## src/logic/cmp_pkg.sv

```systemverilog
`default_nettype none
package cmp_pkg;

	// ------------------------------------------------------------
	// sizes
	// ------------------------------------------------------------
	localparam int unsigned NCMP   = 2;
	localparam int unsigned NPINS  = 4;
	localparam int unsigned MV_W   = 12;
	localparam int unsigned ADDR_W = 12;

	// ------------------------------------------------------------
	// register indices, byte address is four times the index
	// ------------------------------------------------------------
	localparam logic [7:0] IDX_CTRL0 = 8'h9b;
	localparam logic [7:0] IDX_MODE0 = 8'h9d;
	localparam logic [7:0] IDX_CTRL1 = 8'h9a;
	localparam logic [7:0] IDX_MODE1 = 8'h9c;
	localparam logic [7:0] IDX_SYS   = 8'ha0;
	localparam logic [7:0] IDX_MUX0  = 8'ha1;
	localparam logic [7:0] IDX_MUX1  = 8'ha2;

	// ------------------------------------------------------------
	// field positions
	// ------------------------------------------------------------
	localparam int unsigned CTRL_EN   = 7;
	localparam int unsigned CTRL_OUT  = 6;
	localparam int unsigned CTRL_RIF  = 5;
	localparam int unsigned CTRL_FIF  = 4;
	localparam int unsigned CTRL_HYP  = 2;
	localparam int unsigned CTRL_HYN  = 0;
	localparam int unsigned MODE_RSVD = 7;
	localparam int unsigned MODE_RIE  = 5;
	localparam int unsigned MODE_FIE  = 4;
	localparam int unsigned MODE_MD   = 0;
	localparam int unsigned SYS_GIE   = 0;
	localparam int unsigned SYS_SRC   = 1;
	localparam int unsigned MUX_POS   = 0;
	localparam int unsigned MUX_NEG   = 4;

	// ------------------------------------------------------------
	// reset values, hysteresis and response figures
	// ------------------------------------------------------------
	localparam logic [7:0]  MODE_RST  = 8'h82;
	localparam logic [11:0] HYST_MV_1 = 12'h005;
	localparam logic [11:0] HYST_MV_2 = 12'h00a;
	localparam logic [11:0] HYST_MV_3 = 12'h014;
	localparam logic [3:0]  RESP_CYC_0 = 4'h0;
	localparam logic [3:0]  RESP_CYC_1 = 4'h2;
	localparam logic [3:0]  RESP_CYC_2 = 4'h4;
	localparam logic [3:0]  RESP_CYC_3 = 4'h8;
	localparam logic [1:0]  RESP_OKAY   = 2'h0;
	localparam logic [1:0]  RESP_SLVERR = 2'h2;

	typedef enum {
		SEL_NONE, SEL_CTRL0, SEL_MODE0, SEL_CTRL1,
		SEL_MODE1, SEL_SYS, SEL_MUX0, SEL_MUX1
	} reg_sel_t;

	function automatic reg_sel_t reg_decode(input logic [11:0] addr);
		reg_sel_t s;
		s = SEL_NONE;
		if (addr[11:10] == 2'h0) begin
			case (addr[9:2])
				IDX_CTRL0: s = SEL_CTRL0;
				IDX_MODE0: s = SEL_MODE0;
				IDX_CTRL1: s = SEL_CTRL1;
				IDX_MODE1: s = SEL_MODE1;
				IDX_SYS:   s = SEL_SYS;
				IDX_MUX0:  s = SEL_MUX0;
				IDX_MUX1:  s = SEL_MUX1;
				default:   s = SEL_NONE;
			endcase
		end
		return s;
	endfunction

	function automatic logic [11:0] hyst_mv(input logic [1:0] sel);
		case (sel)
			2'h1:    return HYST_MV_1;
			2'h2:    return HYST_MV_2;
			2'h3:    return HYST_MV_3;
			default: return 12'h000;
		endcase
	endfunction

	function automatic logic [3:0] resp_limit(input logic [1:0] md);
		case (md)
			2'h1:    return RESP_CYC_1;
			2'h2:    return RESP_CYC_2;
			2'h3:    return RESP_CYC_3;
			default: return RESP_CYC_0;
		endcase
	endfunction

endpackage
`default_nettype wire

```

## src/logic/cmp_channel.sv

```systemverilog
`timescale 1ns/1ps
`default_nettype none
module cmp_channel (
	// clock and reset
	input  wire logic                   clk,
	input  wire logic                   ce,
	input  wire logic                   sys_rst,
	// settings
	input  wire logic                   en,
	input  wire logic [1:0]             hyp_sel,
	input  wire logic [1:0]             hyn_sel,
	input  wire logic [1:0]             resp_mode,
	input  wire logic [1:0]             pos_sel,
	input  wire logic [1:0]             neg_sel,
	// pin levels in millivolts
	input  wire logic [3:0][11:0]       pos_pin_mv,
	input  wire logic [3:0][11:0]       neg_pin_mv,
	// results
	output logic                        raw_out,
	output logic                        latched_out,
	output logic                        rise_evt,
	output logic                        fall_evt
);

	typedef struct packed {
		logic [2:0] sync;
		logic       hyst;
		logic       latched;
		logic       prev;
		logic [3:0] cnt;
	} chan_t;

	chan_t       st_q;
	chan_t       st_d;
	logic [11:0] pos_mv;
	logic [11:0] neg_mv;
	logic [12:0] pos_up;
	logic [12:0] neg_up;

	// ------------------------------------------------------------
	// raw decision, no clock on the input path
	// ------------------------------------------------------------
	// input multiplexers
	assign pos_mv = pos_pin_mv[pos_sel];
	assign neg_mv = neg_pin_mv[neg_sel];
	assign pos_up = {1'b0, pos_mv} + {1'b0, cmp_pkg::hyst_mv(hyn_sel)};
	assign neg_up = {1'b0, neg_mv} + {1'b0, cmp_pkg::hyst_mv(hyp_sel)};
	// compare when enabled, else held low and idle
	// the threshold moves by the hysteresis of the held side
	assign raw_out = en & (st_q.hyst ? (pos_up > {1'b0, neg_mv})
	                                 : ({1'b0, pos_mv} > neg_up));

	// ------------------------------------------------------------
	// synchroniser, response filter, edge detect
	// ------------------------------------------------------------
	always_comb begin
		st_d      = st_q;
		st_d.hyst = raw_out;
		// three stages, 2nd and 3rd must agree
		st_d.sync = {st_q.sync[1:0], raw_out};
		st_d.prev = st_q.latched;
		if (!en) begin
			st_d.latched = 1'b0;
			st_d.cnt     = 4'h0;
		end else if (st_q.sync[2] == st_q.sync[1]
		             && st_q.sync[2] != st_q.latched) begin
			// slower modes wait longer before the change
			if (st_q.cnt >= cmp_pkg::resp_limit(resp_mode)) begin
				st_d.latched = st_q.sync[2];
				st_d.cnt     = 4'h0;
			end else begin
				st_d.cnt = st_q.cnt + 4'h1;
			end
		end else begin
			st_d.cnt = 4'h0;
		end
	end

	always_ff @(posedge clk) begin
		if (sys_rst) begin
			st_q <= '0;
		end else if (ce) begin
			st_q <= st_d;
		end
	end

	assign latched_out = st_q.latched;
	// this sample against the previous one
	assign rise_evt = st_q.latched & ~st_q.prev;
	assign fall_evt = ~st_q.latched & st_q.prev;
endmodule
`default_nettype wire

```

## src/logic/cmp_top.sv

```systemverilog
`timescale 1ns/1ps
`default_nettype none
module cmp_top (
	// clock and reset
	input  wire logic                   clk,
	input  wire logic                   ce,
	input  wire logic                   sys_rst,
	// axi4-lite write address
	input  wire logic [11:0]            awaddr,
	input  wire logic                   awvalid,
	output logic                        awready,
	// axi4-lite write data
	input  wire logic [31:0]            wdata,
	input  wire logic [3:0]             wstrb,
	input  wire logic                   wvalid,
	output logic                        wready,
	// axi4-lite write response
	output logic [1:0]                  bresp,
	output logic                        bvalid,
	input  wire logic                   bready,
	// axi4-lite read
	input  wire logic [11:0]            araddr,
	input  wire logic                   arvalid,
	output logic                        arready,
	output logic [31:0]                 rdata,
	output logic [1:0]                  rresp,
	output logic                        rvalid,
	input  wire logic                   rready,
	// pin levels in millivolts, index 0 is comparator_zero
	input  wire logic [1:0][3:0][11:0]  pos_pin_mv,
	input  wire logic [1:0][3:0][11:0]  neg_pin_mv,
	// results
	output logic                        latched_result_zero,
	output logic                        latched_result_one,
	output logic                        raw_result_zero,
	output logic                        raw_result_one,
	output logic                        irq_request
);

	typedef struct packed {
		logic [1:0]      en;
		logic [1:0][1:0] hyp;
		logic [1:0][1:0] hyn;
		logic [1:0][1:0] md;
		logic [1:0]      rie;
		logic [1:0]      fie;
		logic [1:0]      rif;
		logic [1:0]      fif;
		logic            gie;
		logic [1:0]      src;
		logic [1:0][1:0] psel;
		logic [1:0][1:0] nsel;
		logic [11:0]     waddr;
		logic            aw_got;
		logic [7:0]      wbyte;
		logic            wlane;
		logic            w_got;
		logic            awready;
		logic            wready;
		logic            bvalid;
		logic [1:0]      bresp;
		logic            arready;
		logic            rvalid;
		logic [7:0]      rbyte;
		logic [1:0]      rresp;
		logic            irq;
	} top_t;

	top_t                st_q;
	top_t                st_d;
	logic [1:0]          raw;
	logic [1:0]          latched;
	logic [1:0]          rise;
	logic [1:0]          fall;
	cmp_pkg::reg_sel_t   wsel;
	cmp_pkg::reg_sel_t   rsel;
	logic                wr;

	// ------------------------------------------------------------
	// comparator channels
	// ------------------------------------------------------------
	// two identical instances
	for (genvar i = 0; i < 2; i++) begin : g_chan
		cmp_channel u_chan (
			.clk         (clk),
			.ce          (ce),
			.sys_rst     (sys_rst),
			.en          (st_q.en[i]),
			.hyp_sel     (st_q.hyp[i]),
			.hyn_sel     (st_q.hyn[i]),
			.resp_mode   (st_q.md[i]),
			.pos_sel     (st_q.psel[i]),
			.neg_sel     (st_q.nsel[i]),
			.pos_pin_mv  (pos_pin_mv[i]),
			.neg_pin_mv  (neg_pin_mv[i]),
			.raw_out     (raw[i]),
			.latched_out (latched[i]),
			.rise_evt    (rise[i]),
			.fall_evt    (fall[i])
		);
	end

	// ------------------------------------------------------------
	// register bus and flags
	// ------------------------------------------------------------
	assign wsel = cmp_pkg::reg_decode(st_q.waddr);
	assign rsel = cmp_pkg::reg_decode(araddr);
	assign wr   = st_q.aw_got && st_q.w_got && !st_q.bvalid;

	always_comb begin
		st_d = st_q;
		// address and data are taken in either order
		if (awvalid && st_q.awready) begin
			st_d.waddr  = awaddr;
			st_d.aw_got = 1'b1;
		end
		if (wvalid && st_q.wready) begin
			st_d.wbyte = wdata[7:0];
			st_d.wlane = wstrb[0];
			st_d.w_got = 1'b1;
		end
		if (st_q.bvalid && bready) begin
			st_d.bvalid = 1'b0;
		end
		if (wr) begin
			st_d.aw_got = 1'b0;
			st_d.w_got  = 1'b0;
			st_d.bvalid = 1'b1;
			st_d.bresp  = (wsel == cmp_pkg::SEL_NONE) ?
			              cmp_pkg::RESP_SLVERR : cmp_pkg::RESP_OKAY;
		end
		for (int i = 0; i < 2; i++) begin
			if (wr && st_q.wlane
			    && wsel == (i == 0 ? cmp_pkg::SEL_CTRL0
			                       : cmp_pkg::SEL_CTRL1)) begin
				st_d.en[i]  = st_q.wbyte[cmp_pkg::CTRL_EN];
				st_d.hyp[i] = st_q.wbyte[cmp_pkg::CTRL_HYP +: 2];
				st_d.hyn[i] = st_q.wbyte[cmp_pkg::CTRL_HYN +: 2];
				// writing zero clears, writing one keeps
				st_d.rif[i] = st_q.rif[i]
				              & st_q.wbyte[cmp_pkg::CTRL_RIF];
				st_d.fif[i] = st_q.fif[i]
				              & st_q.wbyte[cmp_pkg::CTRL_FIF];
			end
			if (wr && st_q.wlane
			    && wsel == (i == 0 ? cmp_pkg::SEL_MODE0
			                       : cmp_pkg::SEL_MODE1)) begin
				// edge interrupt enables in the mode register
				st_d.rie[i] = st_q.wbyte[cmp_pkg::MODE_RIE];
				st_d.fie[i] = st_q.wbyte[cmp_pkg::MODE_FIE];
				st_d.md[i]  = st_q.wbyte[cmp_pkg::MODE_MD +: 2];
			end
			if (wr && st_q.wlane
			    && wsel == (i == 0 ? cmp_pkg::SEL_MUX0
			                       : cmp_pkg::SEL_MUX1)) begin
				st_d.psel[i] = st_q.wbyte[cmp_pkg::MUX_POS +: 2];
				st_d.nsel[i] = st_q.wbyte[cmp_pkg::MUX_NEG +: 2];
			end
			// set regardless of enables, set beats clear
			if (rise[i]) begin
				st_d.rif[i] = 1'b1;
			end
			if (fall[i]) begin
				st_d.fif[i] = 1'b1;
			end
		end
		if (wr && st_q.wlane && wsel == cmp_pkg::SEL_SYS) begin
			st_d.gie = st_q.wbyte[cmp_pkg::SYS_GIE];
			st_d.src = st_q.wbyte[cmp_pkg::SYS_SRC +: 2];
		end
		// one write at a time: no new address or data until answered
		st_d.awready = !st_d.aw_got && !st_d.bvalid;
		st_d.wready  = !st_d.w_got && !st_d.bvalid;

		// read side
		if (st_q.rvalid && rready) begin
			st_d.rvalid = 1'b0;
		end
		if (arvalid && st_q.arready) begin
			st_d.rvalid = 1'b1;
			st_d.rresp  = cmp_pkg::RESP_OKAY;
			case (rsel)
				// latched result visible as a status bit
				cmp_pkg::SEL_CTRL0: st_d.rbyte = {st_q.en[0],
					latched[0], st_q.rif[0], st_q.fif[0],
					st_q.hyp[0], st_q.hyn[0]};
				cmp_pkg::SEL_CTRL1: st_d.rbyte = {st_q.en[1],
					latched[1], st_q.rif[1], st_q.fif[1],
					st_q.hyp[1], st_q.hyn[1]};
				cmp_pkg::SEL_MODE0: st_d.rbyte = {1'b1, 1'b0,
					st_q.rie[0], st_q.fie[0], 2'h0, st_q.md[0]};
				cmp_pkg::SEL_MODE1: st_d.rbyte = {1'b1, 1'b0,
					st_q.rie[1], st_q.fie[1], 2'h0, st_q.md[1]};
				cmp_pkg::SEL_SYS:   st_d.rbyte = {5'h00, st_q.src,
					st_q.gie};
				cmp_pkg::SEL_MUX0:  st_d.rbyte = {2'h0, st_q.nsel[0],
					2'h0, st_q.psel[0]};
				cmp_pkg::SEL_MUX1:  st_d.rbyte = {2'h0, st_q.nsel[1],
					2'h0, st_q.psel[1]};
				default: begin
					st_d.rbyte = 8'h00;
					st_d.rresp = cmp_pkg::RESP_SLVERR;
				end
			endcase
		end
		st_d.arready = !st_d.rvalid;

		// per-edge enables, source enable, global enable
		st_d.irq = st_q.gie && |(st_q.src
		           & ((st_q.rif & st_q.rie) | (st_q.fif & st_q.fie)));
	end

	// ------------------------------------------------------------
	// state register
	// ------------------------------------------------------------
	always_ff @(posedge clk) begin
		if (sys_rst) begin
			st_q       <= '0;
			st_q.md[0] <= cmp_pkg::MODE_RST[cmp_pkg::MODE_MD +: 2];
			st_q.md[1] <= cmp_pkg::MODE_RST[cmp_pkg::MODE_MD +: 2];
		end else if (ce) begin
			st_q <= st_d;
		end
	end

	// ------------------------------------------------------------
	// outputs
	// ------------------------------------------------------------
	assign awready             = st_q.awready;
	assign wready              = st_q.wready;
	assign bvalid              = st_q.bvalid;
	assign bresp               = st_q.bresp;
	assign arready             = st_q.arready;
	assign rvalid              = st_q.rvalid;
	assign rresp               = st_q.rresp;
	assign rdata               = {24'h000000, st_q.rbyte};
	assign latched_result_zero = latched[0];
	assign latched_result_one  = latched[1];
	// raw results stay valid with the clock stopped
	assign raw_result_zero     = raw[0];
	assign raw_result_one      = raw[1];
	assign irq_request         = st_q.irq;
endmodule
`default_nettype wire

```

## config.mk

```make
export PLATFORM = sky130hd
export DESIGN_NAME = cmp_top
export DESIGN_NICKNAME = d
export VERILOG_FILES = /design/src/logic/cmp_pkg.sv /design/src/logic/cmp_channel.sv /design/src/logic/cmp_top.sv
export SDC_FILE = /design/constraint.sdc
export NUM_CORES = 1
export LEC_CHECK = 0
export BUFFER_PORTS_ARGS = -buffer_cell sky130_fd_sc_hd__buf_2
export CAP_MARGIN = 30
export CORE_UTILIZATION = 40
export CTS_BUF_LIST = sky130_fd_sc_hd__clkbuf_16
export CTS_CLUSTER_DIAMETER = 200
export CTS_CLUSTER_SIZE = 25
export DETAILED_ROUTE_END_ITERATION = 8
export PLACE_DENSITY = 0.68
export SLEW_MARGIN = 5
export SYNTH_ARGS = -nofsm -noshare
export SYNTH_HDL_FRONTEND = slang
export SYNTH_SLANG_ARGS = --single-unit
```

## constraint.sdc

```tcl
create_clock -name clk -period 4.9 [get_ports clk]
set_input_delay 0.49 -clock clk [delete_from_list [all_inputs] [get_ports clk]]
set_output_delay 0.49 -clock clk [all_outputs]
set_load 0.05 [all_outputs]
```

* Word level (Yosys, flattened, before mapping)
Index checks and enable logic that the tools add are counted.
** Word-level totals
- Memory bits (writable) :: 0
- Flip-flop bits (word level) :: 94
- Latch bits :: 0
- Memories :: 0
- ROM bits :: 0
** Operators by class
- Multiply operators :: 0
- Bitwise operators :: 18
- Multiplexer cells :: 55
- Reductions and logical operators :: 51
- Shifts and indexed selects :: 0
- Order comparisons :: 10
- Equality and inequality tests :: 54
- Add/sub/neg operators :: 6
- Div/mod/pow operators :: 0
** Operator list (number)
- equality test 32 x 3 -> 1 bit, second input constant :: 6
- equality test 32 x 4 -> 1 bit, second input constant :: 4
- equality test 8 bit, second input constant :: 14
- binary-select mux 12 bit (select 2 bit) :: 4
- equality test 32 x 2 -> 1 bit, second input constant :: 3
- case mux 5 bit (3 select lines) :: 4
- case mux 8 bit (7 select lines) :: 1
- adder 12 x 5 -> 13 bit :: 4
- 2-to-1 mux 12 bit :: 4
- case mux 3 bit (7 select lines) :: 2
- 2-to-1 mux 4 bit :: 10
- equality test 32 x 1 -> 1 bit, second input constant :: 1
- logical NOT 32 bit :: 1
- AND reduction 2 bit :: 15
- > comparator 12 x 13 -> 1 bit :: 2
- > comparator 13 x 12 -> 1 bit :: 2
- equality test 2 bit, second input constant :: 12
- case mux 4 bit (3 select lines) :: 2
- 2-to-1 mux 1 bit :: 22
- logical AND 1 bit :: 20
- equality test 2 x 1 -> 1 bit, second input constant :: 6
- less-than comparator 2 x 3 -> 1 bit, second input constant :: 4
- 2-to-1 mux 11 bit :: 1
- bitwise AND 1 bit :: 10
- other kinds (16) :: 40

* Longest topological paths before layout
Gate-level depths: netlist (run 1).
- Word-level depth :: 8
- Gate-level depth with buffers :: 19
- Gate-level depth less buffers :: 17

* Hierarchy
From an unflattened synthesis (run 1), not the netlist that was laid out.
** Unflattened totals
- Cells, all modules :: 944
- Area total of the unflattened synthesis :: 8249.2 µm²
** Modules (own cells, without submodules)
- cmp_top :: times used 1, cells each 413, area each 3474.6 µm², sequential area each 1381.3 µm²
- cmp_channel at g_chan[1].u_chan :: times used 1, cells each 266, area each 2397.3 µm², sequential area each 180.2 µm²
- cmp_channel at g_chan[0].u_chan :: times used 1, cells each 265, area each 2377.3 µm², sequential area each 180.2 µm²

* Worst setup path before layout (run 1)
OpenSTA, ideal clock, no wires.
- Path type :: register -> output
- Start point :: register st_q[43] in the netlist's numbering
- End point :: output port raw_result_one
- Arrival time :: 3.969 ns
- Required time :: 4.410 ns
- Cell stages (with the launch flop) :: 20
- Path slack :: 0.441 ns
- Buffers on the path :: 2
- Path through :: dfxtp_1 -> buf_4 -> buf_4 -> mux4_2 -> ha_1 -> inv_1 -> fa_1 -> nor2b_1 -> o21a_1 -> o21ai_0 -> a21oi_1 -> nand3_1 -> xnor2_1 -> ha_1 -> o21a_1 -> o21a_1 -> o31ai_1 -> o31ai_1 -> o311ai_1 -> nor2_1
** Between the ends
- Word-level cells in the longest chain between the ends :: 6
- Elaborated cells on any way between the ends :: 7
- Those cells by class :: 1 x add/sub; 2 x order compare; 3 x mux; 1 x bitwise
** Ends and longest elaborated chain
- start, declared :: RTL line cmp_top.sv:69 : top_t st_q;
- start signal, assigned :: RTL line cmp_top.sv:222 : st_q <= st_d;
- binary-select mux 12 bit (select 2 bit) * :: RTL line cmp_channel.sv:45 : assign neg_mv = neg_pin_mv[neg_sel];
- 2-to-1 mux 12 bit (implied by the code) * :: RTL line cmp_channel.sv:45
- adder 12 x 5 -> 13 bit :: RTL line cmp_channel.sv:47 : assign neg_up = {1'b0, neg_mv} + {1'b0, cmp_pkg::hyst_mv(hyp_sel)};
- > comparator 12 x 13 -> 1 bit :: RTL line cmp_channel.sv:51 : : ({1'b0, pos_mv} > neg_up));
- 2-to-1 mux 1 bit * :: RTL line cmp_channel.sv:50 : assign raw_out = en & (st_q.hyst ? (pos_up > {1'b0, neg_mv})
- bitwise AND 1 bit * :: RTL line cmp_channel.sv:50
- end, declared :: RTL line cmp_top.sv:36 : output logic raw_result_one,
Mark *: on every way between the ends. The rest lies on a longest branch, timed or not. The select of a mux whose other input is x is not followed.

* Final worst setup path (run 1)
- Start point :: register st_q[47] in the netlist's numbering
- End point :: output port raw_result_one
** Between the ends
- Word-level cells in the longest chain between the ends :: 6
- Elaborated cells on any way between the ends :: 7
- Those cells by class :: 1 x add/sub; 2 x order compare; 3 x mux; 1 x bitwise
** Ends and longest elaborated chain
- binary-select mux 12 bit (select 2 bit) * :: RTL line cmp_channel.sv:44 : assign pos_mv = pos_pin_mv[pos_sel];
- 2-to-1 mux 12 bit (implied by the code) * :: RTL line cmp_channel.sv:44
- adder 12 x 5 -> 13 bit :: RTL line cmp_channel.sv:46 : assign pos_up = {1'b0, pos_mv} + {1'b0, cmp_pkg::hyst_mv(hyn_sel)};
- > comparator 13 x 12 -> 1 bit :: RTL line cmp_channel.sv:50
- 2-to-1 mux 1 bit * :: RTL line cmp_channel.sv:50
- bitwise AND 1 bit * :: RTL line cmp_channel.sv:50
Marks and branches as above.

==> results of run 1 <==
[power by group]
group          internal [uW]  total, uW  leakage [uW]  switching (uW)
clock network            401        705      0.000150             304
registers                713        722      0.000707            8.97
logic                    166        375       0.00333             209
total                   1280       1800       0.00419             522
[flip-flops by register name, indices dropped and copies added (netlist names), 2 cells and up]
register / cells
st_q: 53
g_chan.u_chan.st_q: 12
rdata: 8
g_chan.u_chan.st_d: 4
g_chan.u_chan.latched_out: 2
[final timing paths]
check | end | slack, ns | cells past startpoint
min | st_q[37] | 0.37 | 3
min reg2reg | rdata[0] | 0.45 | 2
max | raw_result_one | 0.21 | 15
max reg2reg | g_chan[1].u_chan.st_d[8] | 1.07 | 14
[per-stage QoR]
step,instance area (um2),cells,utilization,hold WS (ns)
CTS,9460,1363,0.497,0.365
global placement,9150,1347,0.481,0.443
floorplan,7970,906,-,0.436
finish,9500,1365,0.499,0.368
global route,9500,1365,0.499,0.387
detailed placement,9150,1347,0.481,0.445
[Yosys cell counts, types with 3 or more instances]
cell type / instances / share of area
nand2b_1: 16 / 0.013
ha_1: 76 / 0.12
clkbuf_1: 22 / 0.010
nand3_1: 16 / 0.010
nand2_1: 76 / 0.036
nand3b_1: 4 / 0.0038
o211ai_1: 3 / 0.0029
buf_2: 8 / 0.0051
o31ai_1: 5 / 0.0048
inv_1: 50 / 0.024
a22oi_1: 6 / 0.0057
and3_1: 9 / 0.0071
o21bai_1: 3 / 0.0029
a211oi_1: 6 / 0.0057
o31a_1: 3 / 0.0033
a21oi_1: 60 / 0.038
mux2i_1: 38 / 0.048
nor3_1: 9 / 0.0057
a21o_1: 7 / 0.0067
dfxtp_1: 87 / 0.22
a31oi_1: 7 / 0.0056
or3_1: 3 / 0.0024
nand4_1: 17 / 0.013
nor2_1: 75 / 0.036
xnor2_1: 30 / 0.033
nor2b_1: 19 / 0.015
a22o_1: 8 / 0.0089
a211o_1: 6 / 0.0067
xor2_1: 12 / 0.013
fa_1: 4 / 0.010
o311ai_1: 3 / 0.0033
a311oi_1: 3 / 0.0033
o21ai_0: 31 / 0.020
buf_1: 4 / 0.0019
mux4_2: 47 / 0.13
o21a_1: 10 / 0.0095
and2_1: 7 / 0.0056
buf_4: 42 / 0.040
[routing by layer]
layer / GRT usage / up-vias / wire, um
met2: 0.361 / 220 / 10800
li1: - / 3605 / -
met1: 0.305 / 3537 / 10500
met4: 0.0826 / 0 / 459
met3: 0.0289 / 31 / 1210
met5: 0 / - / 0
[final cells by class]
type	count	area, um2	area share
multi-input combinational	691	5590	0.588
sequential	87	1760	0.185
timing repair buffer	259	1330	0.140
tap	260	325	0.0343
clock buffer	9	225	0.0237
inverter	50	188	0.0198
clock inverter	7	78.8	0.00830
antenna	2	5.00	0.000527
[logic make-up after synthesis]
logic type                 Yosys count  share of synthesized area
and+or+nand+nor                    273                      0.176
AOI/OAI and AO/OA                  184                      0.155
buffers and inverters              128                     0.0842
DFF                                 87                      0.221
muxes                               86                      0.186
adders and majority gates           80                      0.131
xor gates and xnor gates            42                     0.0467
other                                1                   0.000476
[repair_timing]
action | in CTS | in global routing
buffers inserted | 0 | 0
endpoints found under the setup margin | 1 | 2
resized for setup | 2 | 16
pin swaps | 0 | 0
[critical path, delay by kind of cell, from the launching register on]
kind | cells | cell delay, ns
adders and majority gates | 2 | 0.60
and+or+nand+nor | 5 | 0.91
buffers and inverters | 1 | 0.27
xor gates and xnor gates | 1 | 0.15
DFF | 1 | 0.46
muxes | 1 | 0.60
AOI/OAI and AO/OA | 5 | 0.86
[cells in the final DEF (no fill, tap or decap), types with 8 or more instances in the layout]
| master | count |
|---|---|
| buf_2 | 246 |
| dfxtp_1 | 81 |
| nand2_1 | 76 |
| ha_1 | 76 |
| nor2_1 | 75 |
| a21oi_1 | 60 |
| inv_1 | 50 |
| mux4_2 | 47 |
| mux2i_1 | 38 |
| xnor2_1 | 30 |
| o21ai_0 | 28 |
| conb_1 | 26 |
| nor2b_1 | 17 |
| nand4_1 | 17 |
| nand3_1 | 16 |
| nand2b_1 | 16 |
| xor2_1 | 12 |
| buf_4 | 12 |
| o21a_1 | 10 |
| nor3_1 | 9 |
| and3_1 | 9 |
| clkbuf_16 | 9 |
| a22o_1 | 8 |
==> results.toml, run 1 <==
[yosys]
avgSynthCellArea_um2 = 8.94
synthDistinctLibCells = 76
synthArstFlopShare = 0
yosys_warnings = 0
ys_seq_elements = 87
synth_area_um2 = 7880
ys_seq_area_frac = 0.221
synth-edff-count = 0
ys.flop_type = "dfxtp_1"
syn-instance-count = 881

[timing]
setup_slack_ns = 0.207
min_period_ns = 4.69
setup_viol = 0
slew_headroom = 0.508
setup_tns_ns = 0
drv_slew = 0
period_share = 0.958
finalHoldViolCount = 0
fmax_mhz = 213
rsz0062_at_grt = "no"
worst_pin_slew_ns = 0.738
skew_ns = 0.0152

[drt]
post_drt_wl_per_cell_um = 16.9
route.detailed.drc = 0
wl_um = 23000
first_pass_iters = 5
vias = 7393
ant_nets = 0
via_per_inst = 5.42
drt_iter0_drc = 374

[setup_path]
max_stage_delay_ns = 0.60
cpMostUsedCell = "ha_1"
slowest_stage = "mux4_2"
worstPathCellList = "mux4_2, ha_1, a21o_1, a21oi_1, o21ai_0, nor2b_2, nand4_1, xnor2_1, ha_1, nand3_1, nor3_1, o41a_1, o31ai_1, nor2_1, buf_2"
path_class = "flip-flop to output port"
r2r-start = "st_q[47]"
start_kind = "flip-flop"
worstPathMaxFanout = 6
required_ns = 4.41
crit_path_end_kind = "output port"
startpoint = "st_q[47]"
arrival_ns = 4.20

[global_route]
grt_antenna_before_repair = 2
grt_max_degree = 43
grt_pass1_wl_um = 35300
grt-ovfl-total = 0
first_global_vias = 6994
grt_usage = 0.224

[placed_design]
place.gp.congestion = 0.877
dp_hpwl_um = 18700
place_ws_ns = 0.261
io_buffers = 247

[clock_tree]
cts-htree-levels = 3
cts_tree = "done"
cts.hold.buffers_added = 0
cts.sinks = 87
clk_latency_ns = 0.35
clockBufferDepth = 2
clockRootBuffer = "clkbuf_16"
clk_pin_slew_ns = 0.07
cts_made_buffers = 9

[die]
initial_utilization = 0.414
die_w_um = 142
dieArea_um2 = 20300
die_h_um = 142
num_rows = 50
ios = 306
core_um2 = 19000

[job]
maxCapViolations = 0

[min_path]
min_from = "awaddr[8]"
worstHoldPathType = "input pin to flip-flop"

[cells_and_area]
nFillCells = 1865
areaGrowthSynthToFinish_pct = 20.5
layout-drive-gt1-share = 0.316
nets = 1438

[pwr]
ir_drop_uv = 186
powerDensity_nw_per_um2 = 190
total_power_uw = 1800
leakage_uw = 0.00419

[run_status]
status = "complete, no violations"
Note: power is estimated with default switching activity, not from simulation.
==> run 2, diff against run 1 <==
clock period = 5.1 ns   (was 4.9 ns; I/O delays follow)
==> results.toml, run 2 (synthesized netlist as in run 1, its figures left out) <==
[timing]
skew_ns = 0.00367
slew_headroom = 0.453
drv_slew = 0
min_period_ns = 4.79
setup_viol = 0
rsz0062_at_grt = "no"
worst_pin_slew_ns = 0.821
fmax_mhz = 209
period_share = 0.939
setup_tns_ns = 0
setup_slack_ns = 0.313
finalHoldViolCount = 0

[setup_path]
r2r_end = "g_chan[1].u_chan.st_d[8]"
crit_path_end_kind = "output port"
r2r-start = "st_q[47]"
startpoint = "st_q[47]"
path_class = "flip-flop to output port"
worstSetupEndpoint = "raw_result_one"
arrival_ns = 4.28
r2r_slack_ns = 1.13
required_ns = 4.59
worstPathMaxFanout = 8
start_kind = "flip-flop"
r2r_cells = 14

[die]
initial_utilization = 0.414
core_um2 = 19000
num_rows = 50
ios = 306
die_h_um = 142
dieArea_um2 = 20300
die_w_um = 142

[pwr]
leakage_uw = 0.00417
total_power_uw = 1690
powerDensity_nw_per_um2 = 179
ir_drop_uv = 144

[clock_tree]
cts.hold.buffers_added = 0
cts.sinks = 87
post_cts_resize_count = 1
clockRootBuffer = "clkbuf_16"
cts_tree = "done"
cts_made_buffers = 9
clk_pin_slew_ns = 0.06
clockBufferDepth = 2
clk_latency_ns = 0.33
cts-htree-levels = 3
cts_setup_buffers = 0

[cells_and_area]
areaGrowthSynthToFinish_pct = 19.6
top_register = "st_q"
antenna-diode-count = 0
multi_input_area_um2 = 5580
regArea_um2 = 1750
finalInstanceArea_um2 = 9430
nFillCells = 1858
nets = 1435
largest_reg_flops = 53
layout-drive-gt1-share = 0.306
final_cell_mix = "buf_2 (247), dfxtp_1 (82), nand2_1 (76), ha_1 (76), nor2_1 (75)"
layout_commonest_cell = "buf_2"
finalNonFillerCells = 1360

[drt]
wl_um = 22400
route.detailed.drc = 0
vias = 7322
ant_nets = 0
drt_iter0_drc = 370
post_drt_wl_per_cell_um = 16.5
first_pass_iters = 5
via_per_inst = 5.38

[job]
maxCapViolations = 0

[placed_design]
place_ws_ns = 0.356
place_inst = 1344
dpl_cell_area_um2 = 9130
place.gp.congestion = 0.887
dp_hpwl_um = 18600
io_buffers = 247

[global_route]
grt-ovfl-total = 0
grt_pass1_wl_um = 35000
first_global_vias = 6958
grt_antenna_before_repair = 0
grt_usage = 0.219
grt_max_degree = 47

[run_status]
status = "complete, no violations"

[min_path]
worstHoldPathType = "input pin to flip-flop"
run 2: cell count changes in the layout (fill, tap and decap cells not counted), sizes merged:
cell	delta
clkinv	-2
clkinvlp	+1
clkbuf	-1
buf	-2
diode	-2
inv	+1
run 2: routing by layer:
layer  part of all wire  GRT usage  vias up
li1                   -          -     3594
met1               0.45      0.297     3454
met2               0.47      0.363      243
met3              0.060     0.0303       31
met4              0.018     0.0611        0
met5                  0          0        -
run 2: worst min path at each step:
stage | from | end | slack, ns | depth (start not counted)
global placement | rdata[0] | rdata[0] | 0.44 | 2
floorplan | st_q[40] | st_q[40] | 0.44 | 2
finish | awaddr[4] | st_q[33] | 0.41 | 3
detailed placement | rdata[1] | rdata[1] | 0.45 | 2
global route | awaddr[3] | st_q[32] | 0.42 | 3
CTS | awaddr[11] | st_q[40] | 0.41 | 3
run 2: critical path, stage by stage, from the launching register on:
cell	delay, ns
dfxtp_2	0.50
mux4_2	0.61
ha_1	0.31
a21o_1	0.10
a21oi_1	0.10
o21ai_0	0.36
nor2b_1	0.29
nand4_1	0.15
xnor2_1	0.15
ha_1	0.29
nand3_1	0.16
nor4_2	0.28
o21ai_0	0.16
o31ai_1	0.21
nor2_1	0.06
buf_2	0.22
run 2: power by group:
group	internal [uW]	switching, uW
clock network	372	259
logic	160	199
registers	687	8.52
run 2: layout make-up:
class                      instances  area share
clock inverter                     7     0.00611
sequential                        87       0.185
multi-input combinational        691       0.592
inverter                          50      0.0199
timing repair buffer             256       0.138
tap                              260      0.0345
clock buffer                       9      0.0239
run 2: metrics by stage:
| stage | hold WS (ns) | util |
|---|---|---|
| after global routing | 0.420 | 0.496 |
| final | 0.414 | 0.496 |
| after global placement | 0.444 | 0.480 |
| after floorplan | 0.436 | - |
| after detailed placement | 0.447 | 0.480 |
| after CTS | 0.406 | 0.495 |
==> run 3, diff against run 2 <==
BUFFER_PORTS_ARGS = unset   (was -buffer_cell sky130_fd_sc_hd__buf_2)
DONT_BUFFER_PORTS = 1   (was unset)
PLACE_DENSITY = unset   (was 0.68)
==> results.toml, run 3 (synthesized netlist as in run 1, its figures left out) <==
[run_status]
status = "complete, no violations"

[min_path]
worstHoldPathType = "input pin to flip-flop"
min_from = "sys_rst"

[timing]
setup_tns_ns = 0
drv_slew = 0
min_period_ns = 4.81
rsz0062_at_grt = "no"
setup_viol = 0
fmax_mhz = 208
period_share = 0.942
worst_pin_slew_ns = 0.831
slew_headroom = 0.445
skew_ns = 0.00825
finalHoldViolCount = 0

[die]
ios = 306
initial_utilization = 0.414
die_w_um = 142
dieArea_um2 = 20300
core_um2 = 19000
num_rows = 50
die_h_um = 142

[clock_tree]
cts.hold.buffers_added = 0
cts_tree = "done"
cts_setup_buffers = 0
clk_latency_ns = 0.34
clockBufferDepth = 2
clockRootBuffer = "clkbuf_16"
post_cts_resize_count = 0
cts.sinks = 87
cts_made_buffers = 9
cts-htree-levels = 3
clk_pin_slew_ns = 0.06

[cells_and_area]
nFillCells = 1894
regArea_um2 = 1750
largest_reg_flops = 53
layout_commonest_cell = "dfxtp_1"
antenna-diode-count = 0
areaGrowthSynthToFinish_pct = 4.57
multi_input_area_um2 = 5570
nets = 1189
final_cell_mix = "dfxtp_1 (83), nand2_1 (76), ha_1 (76)"
finalNonFillerCells = 1114
layout-drive-gt1-share = 0.105
top_register = "st_q"

[setup_path]
r2r-start = "st_q[47]"
start_kind = "flip-flop"
required_ns = 4.59
worstPathMaxFanout = 6
path_class = "flip-flop to output port"
crit_path_end_kind = "output port"
startpoint = "st_q[47]"
arrival_ns = 4.30

[drt]
wl_um = 20900
vias = 6294
route.detailed.drc = 0
drt_iter0_drc = 355
via_per_inst = 5.65
first_pass_iters = 5
post_drt_wl_per_cell_um = 18.8
ant_nets = 0

[global_route]
grt_max_degree = 81
grt-ovfl-total = 0
grt_pass1_wl_um = 32200
first_global_vias = 6102
grt_antenna_before_repair = 1
grt_usage = 0.205

[placed_design]
dp_hpwl_um = 17100
place.gp.congestion = 0.862
io_buffers = 0
place_inst = 1098

[pwr]
ir_drop_uv = 187
leakage_uw = 0.00320
powerDensity_nw_per_um2 = 205

[job]
maxCapViolations = 0
==> run 3: changes by cell type in the layout (fill, tap and decap cells not counted), sizes merged <==
| cell | previous run | this run |
|---|---|---|
| bufinv | 1 | 3 |
| buf | 256 | 10 |
| clkinvlp | 1 | 0 |
| inv | 53 | 50 |
| clkinv | 2 | 4 |
==> run 3: metrics by stage <==
step / utilization / hold slack, ns / power (uW) / instance area [um2] / setup WS (ns)
CTS: 0.433 / 0.231 / 1710 / 8240 / 0.0869
global placement: 0.415 / 0.438 / 959 / 7900 / 0.486
floorplan: - / 0.436 / 948 / 7970 / 0.621
finish: 0.433 / 0.246 / 1690 / 8240 / 0.294
global route: 0.433 / 0.231 / 1760 / 8240 / 0.0511
detailed placement: 0.415 / 0.442 / 961 / 7900 / 0.482
==> run 3: final cells by class <==
type                       instances  share of cell area
clock buffer                       9              0.0273
clock inverter                     7              0.0135
inverter                          50              0.0228
multi-input combinational        691               0.676
sequential                        87               0.212
tap                              260              0.0395
timing repair buffer              10             0.00911
==> run 3: path summary, 6_finish.rpt <==
kind                                   end  slack, ns  cells after the start
setup / recovery            raw_result_one       0.29                     15
hold reg to reg                   st_q[40]       0.45                      2
hold / removal                     arready       0.25                      1
setup reg to reg  g_chan[1].u_chan.st_d[8]       1.14                     14
==> run 3: per-layer routing <==
metal / track usage / vias up / part of all wire
met5: 0 / - / 0.00053
met4: 0.0487 / 2 / 0.014
met3: 0.0330 / 25 / 0.051
met2: 0.335 / 206 / 0.46
met1: 0.283 / 2964 / 0.47
li1: - / 3097 / -
==> run 3: report_power, final <==
part | total [uW] | switching, uW | internal, uW
combinational | 241 | 143 | 97.2
sequential | 705 | 18.1 | 687
clock | 740 | 265 | 475
==> run 3: worst max-delay path: stages (launching register included) <==
cell	delay, ns
dfxtp_2	0.42
buf_4	0.21
mux4_2	0.56
ha_1	0.38
nand2_1	0.06
o21ai_0	0.32
nor2b_1	0.31
nand4_1	0.15
xnor2_1	0.15
ha_1	0.29
nand3_1	0.13
nor4_1	0.30
o21ai_0	0.18
o31ai_1	0.21
nor2_1	0.07
buf_4	0.20
